## src/rtl/decode_pkg.sv

```systemverilog
// Function
// - threshold instruction updates level of the one selected feedback comparator
// - threshold changes only when core holds drive right for that output
// - bootstrap init mode may also set high-side source thresholds
// - select codes 0 to 9 pair drain then source for high drivers 1-5
// - select codes 10 to 15 pick low driver 1-6 drain comparators
// - 3-bit threshold code picks one of eight levels, 000 first
// - threshold opcode bits 15:7 = 001011111, select 6:3, level 2:0
// - move instruction copies source core register into destination register
// - move opcode bits 15:13 = 101, bits 2:0 = 000, source above destination
// - far wait entry instruction initialises or overwrites the chosen row
// - wait table has five rows of condition and jump pointer choice
// - all five row conditions are evaluated concurrently
// - enabled true row jumps to address in its jump pointer register
// - far entry jump operand selects a jump pointer, not a core register
// - codes 0-15 test flag low, 16-31 flag high, index in low bits
// - codes 32-35 terminal counts, 36/37 start, 38-46 shortcut tests
// - code 47 ALU done, 48 boost high, 49 boost low
// - codes 50-55 current feedbacks high, 56-61 the same low
// - code 62 own current high, 63 own current low
// - jump selector is one bit: 0 first pointer, 1 second
// - far entry: bits 15:10 fixed, jump bit 9, row 8:6, condition 5:0
package decode_pkg;
  localparam logic [8:0] THRESH_OPCODE = 9'h05f;
  localparam logic [2:0] MOVE_OPCODE = 3'h5;
  localparam logic [2:0] MOVE_TAIL = 3'h0;
  localparam logic [5:0] FAR_ENTRY_OPCODE = 6'h04;
  localparam int SEL_MSB = 6;
  localparam int SEL_LSB = 3;
  localparam int MOVE_SRC_MSB = 12;
  localparam int MOVE_SRC_LSB = 8;
  localparam int MOVE_DST_MSB = 7;
  localparam int MOVE_DST_LSB = 3;
  localparam int JUMP_BIT = 9;
  localparam int ROW_MSB = 8;
  localparam int ROW_LSB = 6;
  localparam int ROWS = 5;
  localparam int COMPARATORS = 16;
  localparam int HIGH_COMPARATORS = 10;
  localparam logic [2:0] LAST_ROW = 3'h4;
  localparam logic [2:0] THRESH_RESET = 3'h0;
  localparam logic [5:0] COND_TC_BASE = 6'h20;
  localparam logic [5:0] COND_START_LOW = 6'h24;
  localparam logic [5:0] COND_START_HIGH = 6'h25;
  localparam logic [5:0] COND_SC_BASE = 6'h26;
  localparam logic [5:0] COND_ALU_DONE = 6'h2f;
  localparam logic [5:0] COND_BOOST_HIGH = 6'h30;
  localparam logic [5:0] COND_BOOST_LOW = 6'h31;
  localparam logic [5:0] COND_CUR_HIGH_BASE = 6'h32;
  localparam logic [5:0] COND_CUR_LOW_BASE = 6'h38;
  localparam logic [5:0] COND_OWN_HIGH = 6'h3e;
  localparam logic [5:0] COND_OWN_LOW = 6'h3f;
endpackage

```

## src/rtl/threshold_copy_waitentry_decode.sv

```systemverilog
module threshold_copy_waitentry_decode #(
  parameter int REG_WIDTH = 16,
  parameter int ADDR_WIDTH = 10
) (
  // clock and reset
  input wire logic sys_clk,
  input wire logic rst,
  // instruction from code memory
  input wire logic [15:0] instrWord,
  input wire logic instrValid,
  // drive rights and bootstrap
  input wire logic [15:0] driveRight,
  input wire logic bootstrapLoad,
  input wire logic [4:0] bootstrapLevel,
  // core register file access
  input wire logic [REG_WIDTH-1:0] sourceData,
  // jump pointers
  input wire logic [ADDR_WIDTH-1:0] jumpPointerFirst,
  input wire logic [ADDR_WIDTH-1:0] jumpPointerSecond,
  // wait phase
  input wire logic waitActive,
  input wire logic [15:0] flags,
  input wire logic [3:0] terminalCount,
  input wire logic startPin,
  input wire logic [5:0] shortcutFeedback,
  input wire logic aluDone,
  input wire logic boostHigh,
  input wire logic [5:0] currentFeedback,
  input wire logic ownCurrent,
  // comparator thresholds, three bits per comparator
  output logic [47:0] thresholdLevels,
  // register move
  output logic [4:0] sourceSelect,
  output logic [4:0] destSelect,
  output logic [REG_WIDTH-1:0] destData,
  output logic destWrite,
  // jump out of wait
  output logic jumpTaken,
  output logic [ADDR_WIDTH-1:0] jumpAddress,
  output logic [4:0] rowEnabled
);
  typedef struct packed {
    logic [47:0] thresholds;
    logic [4:0] srcSel;
    logic [4:0] dstSel;
    logic [REG_WIDTH-1:0] dstData;
    logic dstWrite;
    logic pendingMove;
    logic [4:0] enabled;
    logic [29:0] conds;
    logic [4:0] jumpSel;
    logic jump;
    logic [ADDR_WIDTH-1:0] jumpAddr;
    logic startMeta;
    logic startSync;
  } state_t;

  state_t cur;
  state_t next_cur;
  logic [4:0] rowMet;

  // one evaluator per row so every row is tested every cycle
  for (genvar r = 0; r < decode_pkg::ROWS; r++) begin : g_row
    wait_condition_eval u_eval (
      .cond(cur.conds[6*r +: 6]),
      .flags(flags),
      .terminalCount(terminalCount),
      .startLevel(cur.startSync),
      .shortcutFeedback(shortcutFeedback),
      .aluDone(aluDone),
      .boostHigh(boostHigh),
      .currentFeedback(currentFeedback),
      .ownCurrent(ownCurrent),
      .met(rowMet[r])
    );
  end

  logic isThresh;
  logic isMove;
  logic isFar;
  logic [3:0] selCode;
  logic [2:0] rowCode;
  always_comb begin
    isThresh = instrValid
      && instrWord[15:7] == decode_pkg::THRESH_OPCODE;
    isMove = instrValid && instrWord[15:13] == decode_pkg::MOVE_OPCODE
      && instrWord[2:0] == decode_pkg::MOVE_TAIL;
    isFar = instrValid
      && instrWord[15:10] == decode_pkg::FAR_ENTRY_OPCODE;
    selCode = instrWord[decode_pkg::SEL_MSB:decode_pkg::SEL_LSB];
    rowCode = instrWord[decode_pkg::ROW_MSB:decode_pkg::ROW_LSB];
  end

  always_comb begin
    next_cur = cur;
    next_cur.startMeta = startPin;
    next_cur.startSync = cur.startMeta;
    next_cur.dstWrite = 1'b0;
    next_cur.jump = 1'b0;
    // bootstrap mode drives high-side source levels; instruction wins
    // in the same cycle since it was issued later by the core
    if (bootstrapLoad) begin
      for (int d = 0; d < 5; d++) begin
        if (bootstrapLevel[d]) begin
          next_cur.thresholds[3*(2*d+1) +: 3] = decode_pkg::THRESH_RESET;
        end
      end
    end
    // select code indexes the comparator directly: 0-9 high pairs,
    // 10-15 low-side drains, so the index is the code itself
    if (isThresh && driveRight[selCode]) begin
      next_cur.thresholds[3*selCode +: 3] = instrWord[2:0];
    end
    // move: read select first, write data the next cycle
    if (isMove) begin
      next_cur.srcSel = instrWord[decode_pkg::MOVE_SRC_MSB:
        decode_pkg::MOVE_SRC_LSB];
      next_cur.dstSel = instrWord[decode_pkg::MOVE_DST_MSB:
        decode_pkg::MOVE_DST_LSB];
      next_cur.pendingMove = 1'b1;
    end else begin
      next_cur.pendingMove = 1'b0;
    end
    if (cur.pendingMove) begin
      next_cur.dstData = sourceData;
      next_cur.dstWrite = 1'b1;
    end
    if (isFar && rowCode <= decode_pkg::LAST_ROW) begin
      next_cur.conds[6*rowCode +: 6] = instrWord[5:0];
      next_cur.jumpSel[rowCode] = instrWord[decode_pkg::JUMP_BIT];
      next_cur.enabled[rowCode] = 1'b1;
    end
    // lowest row wins when several conditions hold at once
    if (waitActive) begin
      for (int r = decode_pkg::ROWS - 1; r >= 0; r--) begin
        if (cur.enabled[r] && rowMet[r]) begin
          next_cur.jump = 1'b1;
          next_cur.jumpAddr = cur.jumpSel[r] ? jumpPointerSecond
            : jumpPointerFirst;
        end
      end
    end
  end

  always_ff @(posedge sys_clk or posedge rst) begin
    if (rst) begin
      cur <= '0;
    end else begin
      cur <= next_cur;
    end
  end

  always_comb begin
    thresholdLevels = cur.thresholds;
    sourceSelect = cur.srcSel;
    destSelect = cur.dstSel;
    destData = cur.dstData;
    destWrite = cur.dstWrite;
    jumpTaken = cur.jump;
    jumpAddress = cur.jumpAddr;
    rowEnabled = cur.enabled;
  end
endmodule

```

## src/rtl/wait_condition_eval.sv

```systemverilog
module wait_condition_eval (
  // condition code
  input wire logic [5:0] cond,
  // live status
  input wire logic [15:0] flags,
  input wire logic [3:0] terminalCount,
  input wire logic startLevel,
  input wire logic [5:0] shortcutFeedback,
  input wire logic aluDone,
  input wire logic boostHigh,
  input wire logic [5:0] currentFeedback,
  input wire logic ownCurrent,
  // result
  output logic met
);
  logic [5:0] off;
  always_comb begin
    off = 6'h00;
    met = 1'b0;
    if (cond < decode_pkg::COND_TC_BASE) begin
      met = flags[cond[3:0]] == cond[4];
    end else if (cond < decode_pkg::COND_START_LOW) begin
      off = cond - decode_pkg::COND_TC_BASE;
      met = terminalCount[off[1:0]];
    end else if (cond == decode_pkg::COND_START_LOW) begin
      met = !startLevel;
    end else if (cond == decode_pkg::COND_START_HIGH) begin
      met = startLevel;
    end else if (cond < decode_pkg::COND_ALU_DONE) begin
      // six lines: three drain then three source; low tests then high
      off = cond - decode_pkg::COND_SC_BASE;
      if (off < 6'h06) begin
        met = !shortcutFeedback[off[2:0]];
      end else begin
        met = shortcutFeedback[3'(off - 6'h06)];
      end
    end else if (cond == decode_pkg::COND_ALU_DONE) begin
      met = aluDone;
    end else if (cond == decode_pkg::COND_BOOST_HIGH) begin
      met = boostHigh;
    end else if (cond == decode_pkg::COND_BOOST_LOW) begin
      met = !boostHigh;
    end else if (cond < decode_pkg::COND_CUR_LOW_BASE) begin
      off = cond - decode_pkg::COND_CUR_HIGH_BASE;
      met = currentFeedback[off[2:0]];
    end else if (cond < decode_pkg::COND_OWN_HIGH) begin
      off = cond - decode_pkg::COND_CUR_LOW_BASE;
      met = !currentFeedback[off[2:0]];
    end else if (cond == decode_pkg::COND_OWN_HIGH) begin
      met = ownCurrent;
    end else begin
      met = !ownCurrent;
    end
  end
endmodule

```

## config.mk

```make
export PLATFORM = sky130hd
export DESIGN_NAME = threshold_copy_waitentry_decode
export DESIGN_NICKNAME = d
export VERILOG_FILES = /design/src/rtl/decode_pkg.sv /design/src/rtl/threshold_copy_waitentry_decode.sv /design/src/rtl/wait_condition_eval.sv
export SDC_FILE = /design/constraint.sdc
export NUM_CORES = 1
export LEC_CHECK = 0
export ABC_CLOCK_PERIOD_IN_PS = 11750
export BUFFER_PORTS_ARGS = -buffer_cell sky130_fd_sc_hd__buf_4
export CORE_ASPECT_RATIO = 1.2
export CORE_UTILIZATION = 40
export CTS_CLUSTER_SIZE = 16
export DETAILED_ROUTE_END_ITERATION = 10
export GPL_ROUTABILITY_DRIVEN = 0
export GPL_TIMING_DRIVEN = 0
export PLACE_DENSITY = 0.71
export SLEW_MARGIN = 25
export SYNTH_ARGS = -nofsm -noshare
export SYNTH_HDL_FRONTEND = slang
export SYNTH_HIERARCHICAL = 1
export SYNTH_SLANG_ARGS = --single-unit
```

## constraint.sdc

```tcl
create_clock -name sys_clk -period 11.75 [get_ports sys_clk]
set_clock_uncertainty 0.15 [all_clocks]
set_input_delay 1.175 -clock sys_clk [delete_from_list [all_inputs] [get_ports sys_clk]]
set_output_delay 1.175 -clock sys_clk [all_outputs]
set_load 0.005 [all_outputs]
```

======== Yosys cells after proc, flatten, opt, wreduce, memory -nomap -nowiden ========
Cells that the tools add are included.
cells by class
  muxes and demuxes ....................... 151
  div/mod/pow operators ................... 0
  add/subtract/negate cells ............... 27
  bitwise gates (word level) .............. 1
  magnitude comparators ................... 64
  equality and inequality tests ........... 38
  shift operators ......................... 4
  multiply operators ...................... 2
  reduce and logical (&&, ||, !) cells .... 28
operator list
  kind                       count
  $eq A6 B6 Y1 const B       30
  $lt A6 B6 Y1 const B       25
  $mux W1                    94
  $lt A3 B4 Y1 const B       21
  $neg A6 Y34                2
  $mux W11                   6
  $bmux W1 S3                20
  $mux W10                   5
  $bwmux W48                 1
  $shift A3 B34 Y48 const A  1
  $shiftx A3 B34 Y48         1
  $shift A6 B34 Y30 const A  1
  $shiftx A6 B34 Y30         1
  $bwmux W30                 1
  $lt A4 B5 Y1 const B       6
  $lt A6 B3 Y1 const B       5
  $mux W3                    10
  $mux W30                   1
  $sub A6 B6 Y6 const B      5
  $bmux W1 S4                6
  $lt A2 B3 Y1 const B       5
  $sub A3 B1 Y3 const B      5
  $sub A3 B2 Y3 const B      5
  $sub A3 B3 Y3 const B      5
  other kinds (18)           53
storage, ports and cells
  register bits after elaboration ......... 129
  ROM bits ................................ 0
  latch bits .............................. 0
  memories kept ........................... 0
  output and inout bits ................... 91
  input bits .............................. 114
  word-level logic and storage cells ...... 329
  bits in writable memories ............... 0

======== Logic depth before layout (Yosys ltp) ========
Gate-level depths: netlist of the first run.
  depth after elaboration ................. 21
  gate-level depth with buffers ........... 14

======== Modules after synthesis ========
Netlist of the first run, hierarchy kept.
by module, submodules not included
  module                           sequential area each (µm²)  area each (µm²)  instances  cells an instance
  threshold_copy_waitentry_decode  3,228.1                     8,017.7          1          759
  wait_condition_eval              0.0                         671.9            5          74

======== Worst setup path after synthesis of the first run ========
No wires, ideal clock.
  kind .................................... input-to-reg
  from .................................... input instrWord[6]
  to ...................................... register cur[22] (netlist name)
  cell stages on the path ................. 12
  data arrival time ....................... 3.762 ns
  path slack .............................. 7.714 ns
  setup time .............................. 0.125 ns
  cells stage by stage .................... buf_4 -> buf_4 -> inv_2 -> clkbuf_1 -> ha_1 -> nor2b_1 -> and2_1 -> ha_1 -> nor4_2 -> nand3_1 -> a21boi_2 -> mux2_2
between the ends
  cells in the longest elaborated chain, start to end .. 4
ends and longest elaborated chain
  element                                                         RTL line                                text
  from (decl)                                                     threshold_copy_waitentry_decode.sv:9    input wire logic [15:0] instrWord,
  $mul A2 B3 Y5                                                   threshold_copy_waitentry_decode.sv:129  next_cur.conds[6*rowCode +: 6] = instrWord[5:0];
  $neg A6 Y34                                                     threshold_copy_waitentry_decode.sv:129
  $shiftx A6 B34 Y30 / $shift A6 B34 Y30 (equally long branches)  threshold_copy_waitentry_decode.sv:129
  $bwmux W30                                                      threshold_copy_waitentry_decode.sv:129
  to (signal assigned)                                            threshold_copy_waitentry_decode.sv:149  cur <= next_cur;
  to (decl)                                                       threshold_copy_waitentry_decode.sv:58   state_t cur;
Several ways; a longest one is shown, not always the timed one.
A chain may end at the register's enable or synchronous reset.

======== Worst setup path after layout of the first run ========
  from .................................... input instrWord[6]
  to ...................................... register cur[23] (netlist name)
The elaborated chain is that of the path after synthesis.

==> results of run 1 <==
==> registers in the layout (all words and copies together) (netlist names) <==
signal and cells:
destData 16, jumpTaken 1, sourceSelect 5, destWrite 1, jumpAddress 10, destSelect 5
thresholdLevels 48, rowEnabled 5, cur 38
==> cell families after synthesis <==
group	synth area share, %
multiplexers	26.1
buffers and inverters	11.4
adder cells (fa/ha/maj)	2.05
AO/OA/AOI/OAI	14.3
AND/OR/NAND/NOR	14.6
flip-flops	28.4
XOR/XNOR	3.06
==> power by group through the flow <==
stage	Combinational (mW)	Sequential, mW	Clock, mW
after floorplan	0.151	0.476	0
after CTS	0.262	0.471	0.597
final	0.263	0.471	0.587
after global placement	0.255	0.479	0
after detailed placement	0.261	0.479	0
after global routing	0.283	0.474	0.614
==> final timing paths <==
kind / start / to / slack (ps)
hold / removal: cur[1] / cur[0] / 190
setup reg to reg: cur[43] / jumpAddress[3] / 7570
max in group asynchronous: rst / thresholdLevels[47] / 10120
setup / recovery: instrWord[6] / cur[23] / 7250
min in group asynchronous: rst / destData[15] / 550
hold reg to reg: cur[1] / cur[0] / 190
==> cells in the mapped netlist (all sizes together) (22+ instances only) <==
library cell  instances
nor3                 29
dfrtp               129
nor2                 40
mux2                 87
buf                 142
clkbuf               35
o21ai                36
mux2i               111
mux4                 35
nand2               115
a21oi                30
nand2b               27
xnor2                22
==> layout make-up <==
class	count	area [um2]	share of cell area (%)
plain buffers	177	1250	8.90
clock buffers	19	443	3.15
clock inverters	12	206	1.47
inverters	13	56.3	0.400
multi-input cells	810	6850	48.7
flip-flops and latches	129	3230	22.9
well taps	379	474	3.37
repair buffers	205	1560	11.1
==> metal layers <==
layer / vias to the layer above / global-route usage (%)
li1: 4614 / -
met1: 4911 / 29.4
met2: 467 / 38.6
met3: 77 / 4.44
met4: 0 / 9.80
met5: - / 0
==> cells in the final DEF (no fill, tap or decap), types with 25 or more instances in the layout <==
cell type  Yosys  final
a21oi_1       30     30
buf_4        105    309
clkbuf_1      25     26
dfrtp_1      129    129
mux2_2        87     87
mux2i_1      111    111
mux4_1        25     25
nand2_1      115    115
nand2b_1      27     27
nor2_1        40     40
nor3_1        27     27
o21ai_0       35     35
==> metrics by stage <==
stage                     util (%)  cells  hold WS [ps]  cell area [um2]  worst slack, ps
after floorplan                  -   1129           181            11400             6980
final                         50.4   1744           194            14100             7250
after CTS                     50.4   1744           198            14100             7270
after global placement        47.9   1712           186            13400             5360
after global routing          50.4   1744           212            14100             7090
after detailed placement      48.1   1713           186            13400             6840
==> critical path, delay by kind of cell <==
kind / cells / cell delay, ps
simple gates: 4 / 1280
buf+inv: 5 / 1070
fa+ha+maj: 2 / 580
mux: 1 / 350
compound gates: 1 / 190
==> results, run 1 <==
- The count of buffers from port buffering is 204.
- The design draws 1.32 mW.
- Dividing the synthesized area by the synthesized cell count gives just over 10 um2.
- For this run, asynchronously set or reset flops after synthesis account for between 90% and 100%.
- After clock tree synthesis, the clock-pin slew on the worst setup and hold paths is ~50 ps.
- The library cell appearing most often on the critical path is buf_4.
- In this run, the clock network consumes roughly 44% of the power.
- The first-pass GRT wire length is between 50 and 60 mm.
- The I/O pin count is 205.
- After global routing the overflow that remains totals 0.
- CTS saw 129 sinks.
- The number of nets in the layout is 1485.
- TritonCTS built the clock tree.
- The detailed-routing iteration count for the pre-antenna-repair pass is 7.
- The static leakage is about 6.4 nW.
- At the worst endpoint, the arrival time is roughly 4700 ps.
- The signal on the critical path passes through buf_4 -> buf_4 -> buf_4 -> inv_2 -> clkbuf_1 -> ha_1 -> nor2b_1 -> and2_1 -> ha_1 -> nor4_2 -> nand3_1 -> a21boi_2 -> mux2_2.
- The setup path with the least slack is of type in2reg.
- The initial antenna violation count is 0.
- At the worst endpoint, the required time is about 12000 ps.
- The half-perimeter wire length after placement is approximately 25 mm.
- Of the total power, the share spent switching nets is a little over a quarter.
- The top routing layer in use is met4.
- After the first detailed-routing iteration, the DRC count stood at 700.
- The part of the cycle the worst path needs is roughly two fifths.
- Along the worst path, the maximum fanout reaches 10.
- The count of instances resized after the clock tree is built is 0.
- The die outline area is about 29000 um2.
- The count of nets left with antenna violations after detail routing is 0.
- The top cell type by area accounts for between 20% and 30% of the synthesized area.
- Setup violations remaining at the end of the flow were counted as 0.
- Sequential elements use 28.4% of the synthesized area.
- The flow ran to the end, and the final reports show no timing, DRC or antenna violations.
- In this run the number of H-tree levels came out at 4.
- The largest stage delay on the critical path is slightly below 600 ps.
- The per-cell via count in the routed design is approximately 5.8.
- After detailed routing, the average wire length per cell comes to approximately 20 um.
- The setup TNS after final layout is 0 ps.
- The number of stages on the worst hold path is 0.
- The warning count from the yosys run is 6.
- The number of hold-slack violations in the final timing report is 0.
- The area of the mapped netlist is between 10000 and 15000 um2.
- Ranked by total cell area, the synthesized netlist is headed by dfrtp_1, mux2i_1, mux2_2.
- After detailed routing, the total wire length is between 30 and 40 mm.
- The count of max-cap constraint violations is 0.
- The number of CTS-inserted buffers is 17.
- The number of inserted diodes is 0.
- The cell with the largest stage delay on the worst path is nor4_2.
- The tree is rooted in a clkbuf_16.
- The effective utilization at floorplan is about two fifths.
- For this design the total switching power over the nets is roughly 0.35 mW.
- The minimum clock period after layout is ~4500 ps.
- The total vias in the final route is 10100.
- The count of hold-fix buffers inserted at cts is 0.
- The relative slew slack is 43.7%.
- After synthesis the netlist holds a flip-flop and latch count of around 130.
- The synthesized design contains 0 enable-type register cells.
- The sequential group share of total power is between 30% and 40%.
- In this run the core area contains 67 standard-cell rows.
- VDD sags by at most around 0.00013 V.
- The endpoint type of the worst setup path is a flip-flop.
- The via count of the first global-routing pass is about 9800.
- The cell count after synthesis is 1129.
- The fraction of final layout cells sized beyond drive strength 1 is a little under two fifths.
- Measured along the y axis, the die boundary spans about 190 um.
- Entering global routing, the biggest net connects 101 pins.
- The area growth from synthesis to layout is 23.6%.
- In this run, distinct cell masters in the synthesized netlist total 77.
- The actual transition at the worst max-transition pin is around 840 ps.
- The post-synth net total is 1261.
- Fill cells in the final layout number roughly 2600.
- Derived from the worst setup path, the maximum achievable clock frequency is between 200 and 250 MHz.
- After detailed routing, the number of remaining DRC violations is 0.
- The met3 routed wirelength is around 2.7 mm.
- The internal power summed over all cells is about 0.97 mW.
- Setup repair after global routing left no endpoint under its margin.
- In the global route stage, overall resource usage came out at between 20% and 30%.
- The final count of pins violating max slew was 0.
- The worst hold-check path type is reg2reg.
- The combinational fraction of design power is between 10% and 20%.
- The dominant cell type by area after synthesis is dfrtp_1.
- The later pin in the worst-skew pair is clocked with a latency of ~420 ps.
- The detailed route wirelength on metal2 is roughly 16 mm.
- The most instantiated flip-flop cell in the synthesis netlist is dfrtp_1.
- The floorplan step defined a core boundary enclosing roughly 28000 um2.
- The type of element launching the critical path is an input port.
- Measured along the x axis, the die boundary spans approximately 160 um.
- The worst register-to-register path has a depth of 13.
- The total power divided by cell area is between 90 and 100 nW/um2.
- In the final routing, the length of wire on met1 measures between 10 and 15 mm.
- After clock tree synthesis, the setup repair step added 0 buffers.
- In this run the deepest clock path goes through 2 buffers.
Power figures use the tool's default switching activity.
==> inputs of run 2 (changes only) <==
- ABC_CLOCK_PERIOD_IN_PS: 11750 -> 4450
- clock period: 11.75 -> 4.45 ns (I/O delays scaled with it)
==> results, run 2 (synthesis results as in run 1) <==
- The number of inserted diodes is 0 (unchanged).
- The count of max-cap constraint violations is 0 (unchanged).
- The total power divided by cell area is 248 nW/um2 (was 93.9 nW/um2).
- The endpoint required time on the critical path is 4600 ps (was 11900 ps).
- The number of CTS-inserted buffers came to 17 (unchanged).
- The cell with the largest stage delay on the worst path was dfrtp_1 (was nor4_2).
- The number of nets in the layout came to 1487 (was 1485).
- The initial DRC count was 674 (was 700).
- The fraction of final layout cells sized beyond drive strength 1 is 38.0% (was 37.9%).
- The final wirelength is 34.0 mm (was 33.9 mm).
- Unrepaired setup endpoints after global routing: no (unchanged).
- Result of the run: finished, final reports clean (unchanged).
- The count of clock tree sinks is 129 (unchanged).
- The maximum fanout count along the critical path came to 10 (unchanged).
- The effective utilization at floorplan is 40.8% (unchanged).
- The setup fix buffers added after clock tree synthesis was 0 (unchanged).
- The final setup violation count is 0 (unchanged).
- The count of nets left with antenna violations after detail routing is 0 (unchanged).
- The detailed-routing iteration count for the pre-antenna-repair pass is 5 (was 7).
- The clock slew at the register clock pins of the worst setup and hold paths is 60 ps (was 50 ps).
- The count of buffers from port buffering is 204 (unchanged).
- The minimum clock period after layout is between 4000 and 5000 ps.
- The initial antenna violation count is 0 (unchanged).
- The detailed-route wire length per cell is 19.5 um (was 19.4 um).
- The endpoint type of the worst setup path is a flip-flop (unchanged).
- The root buffer cell is clkbuf_16 (unchanged).
- The per-cell via count in the routed design is 5.76 (was 5.77).
- The worst hold-check path type is in2reg (was reg2reg).
- The final design instance area without fill is 14100 um2 (about the same).
- The via count of the first global-routing pass is 9852 (was 9841).
- The die outline area is 29100 um2 (unchanged).
- The largest stage delay on the critical path is 480 ps (was 580 ps).
- The total vias in the final route is 10100 (about the same).
- The H-tree depth reported by CTS is 4 (unchanged).
- The actual transition at the worst max-transition pin is 829 ps (was 838 ps).
- The die span in x came to 156 um (unchanged).
- The final count of pins violating max slew is 0 (unchanged).
- The number of buffers on the longest clock path was 2 (unchanged).
- The overall global routing resource usage is 23.3% (unchanged).
- The most frequent standard cell in the layout excluding fill and tap cells is buf_4 (unchanged).
- The post-placement cell area is 13400 um2 (unchanged).
- The clock tree from TritonCTS is done (unchanged).
- The DRC violation count after routing is 0 (unchanged).
- The total number of placement rows is 67 (unchanged).
- Leading cell types in the layout, fill and taps excluded: buf_4, dfrtp_1, nand2_1 (unchanged).
- The core area was 27900 um2 (unchanged).
- The library cell appearing most often on the critical path was clkbuf_1 (was buf_4).
- The part of the cycle the worst path needs is 90.7%.
- The I/O pin count was 205 (unchanged).
- The number of hold-slack violations in the final timing report is 0 (unchanged).
- The type of the setup path with the least slack is reg2reg (was in2reg).
- The half-perimeter wire length after placement is 25.2 mm (unchanged).
- The static leakage is 6.38 nW (was 6.37 nW).
- The fmax is 248 MHz.
- The maximum number of pins on one net before global-route repair was 101 (unchanged).
- The overall overflow remaining after global route is 0 (unchanged).
- The worst supply voltage drop on vdd was 0.000332 V (was 0.000126 V).
- The first-pass GRT wire length is 53.2 mm (about the same).
- The area growth from synthesis to layout is 23.8% (was 23.6%).
- The source-to-sink clock delay at the later pin of the worst-skew pair is 420 ps (about the same).
- The total power of the final layout is 3.49 mW (was 1.32 mW).
- Cell-by-cell listing of the critical path: ha_1 -> clkbuf_1 -> mux2i_1 -> o22ai_1 -> a2111oi_0 -> nor3_1 -> o32a_1 -> nand2_1 -> clkbuf_1 -> nor2_1 -> o311ai_0 -> o211ai_1 -> a22o_1 (was buf_4 -> buf_4 -> buf_4 -> inv_2 -> clkbuf_1 -> ha_1 -> nor2b_1 -> and2_1 -> ha_1 -> nor4_2 -> nand3_1 -> a21boi_2 -> mux2_2).
- The type of element launching the critical path is a flip-flop (was input port).
- The critical path arrival was 4190 ps (was 4650 ps).
- The relative slew slack is 44.4% (was 43.7%).
- The number of flip-flops in the largest register is 48 (unchanged).
- The die extent in y is 187 um (unchanged).
[run 2: layout make-up]
| class | count | area, um2 |
|---|---|---|
| timing repair buffer | 207 | 1580 |
| clock buffer | 19 | 443 |
| tap | 379 | 474 |
| clock inverter | 12 | 206 |
| inverter | 13 | 56.3 |
| buffer | 177 | 1250 |
| fill | 2553 | 13800 |
| multi-input combinational | 810 | 6850 |
| sequential | 129 | 3230 |
[run 2: repair_timing]
| action | 4_1_cts | 5_1_grt |
|---|---|---|
| setup endpoints to repair | 0 | 4 |
| hold endpoints to repair | 30 | 0 |
| hold buffers | 2 | 0 |
| resized for setup | 0 | 2 |
[run 2: critical path: cells and delay by family, from the launching register on]
| family | cells | cell delay, ps |
|---|---|---|
| multiplexers | 1 | 260 |
| buffers and inverters | 2 | 720 |
| flip-flops | 1 | 480 |
| AND/OR/NAND/NOR | 3 | 300 |
| AO/OA/AOI/OAI | 6 | 1660 |
| adder cells (fa/ha/maj) | 1 | 330 |
[run 2: path summary, 6_finish.rpt]
check,startpoint,end,slack [ps],cells past startpoint
hold reg to reg,cur[1],cur[0],190,0
max in group asynchronous,rst,thresholdLevels[33],3000,4
hold / removal,sourceData[5],destData[5],100,2
setup reg to reg,cur[37],jumpAddress[3],410,13
min in group asynchronous,rst,destData[15],380,3
setup / recovery,cur[37],jumpAddress[3],410,13
[run 2: metal layers]
layer / vias up / wire (um) / global-route usage [%]
li1: 4610 / - / -
met1: 4919 / 13600 / 29.4
met2: 465 / 16500 / 38.5
met3: 70 / 2800 / 4.44
met4: 0 / 1120 / 9.84
met5: - / 0 / 0
[run 2: per-stage QoR]
step	std cells	worst slack [ps]	hold slack, ps	util (%)	TNS [ps]
global placement	1712	-1210	186	47.9	-154920
detailed placement	1713	269	186	48.1	0
global route	1746	163	89.5	50.5	0
CTS	1746	297	82.8	50.5	0
floorplan	1129	414	181	-	0
finish	1746	415	102	50.5	0
[run 2: where the power goes]
part           internal [mW]  switching (mW)
Clock                   1.01           0.541
Combinational          0.339           0.358
Sequential              1.22          0.0282
Total                   2.56           0.926
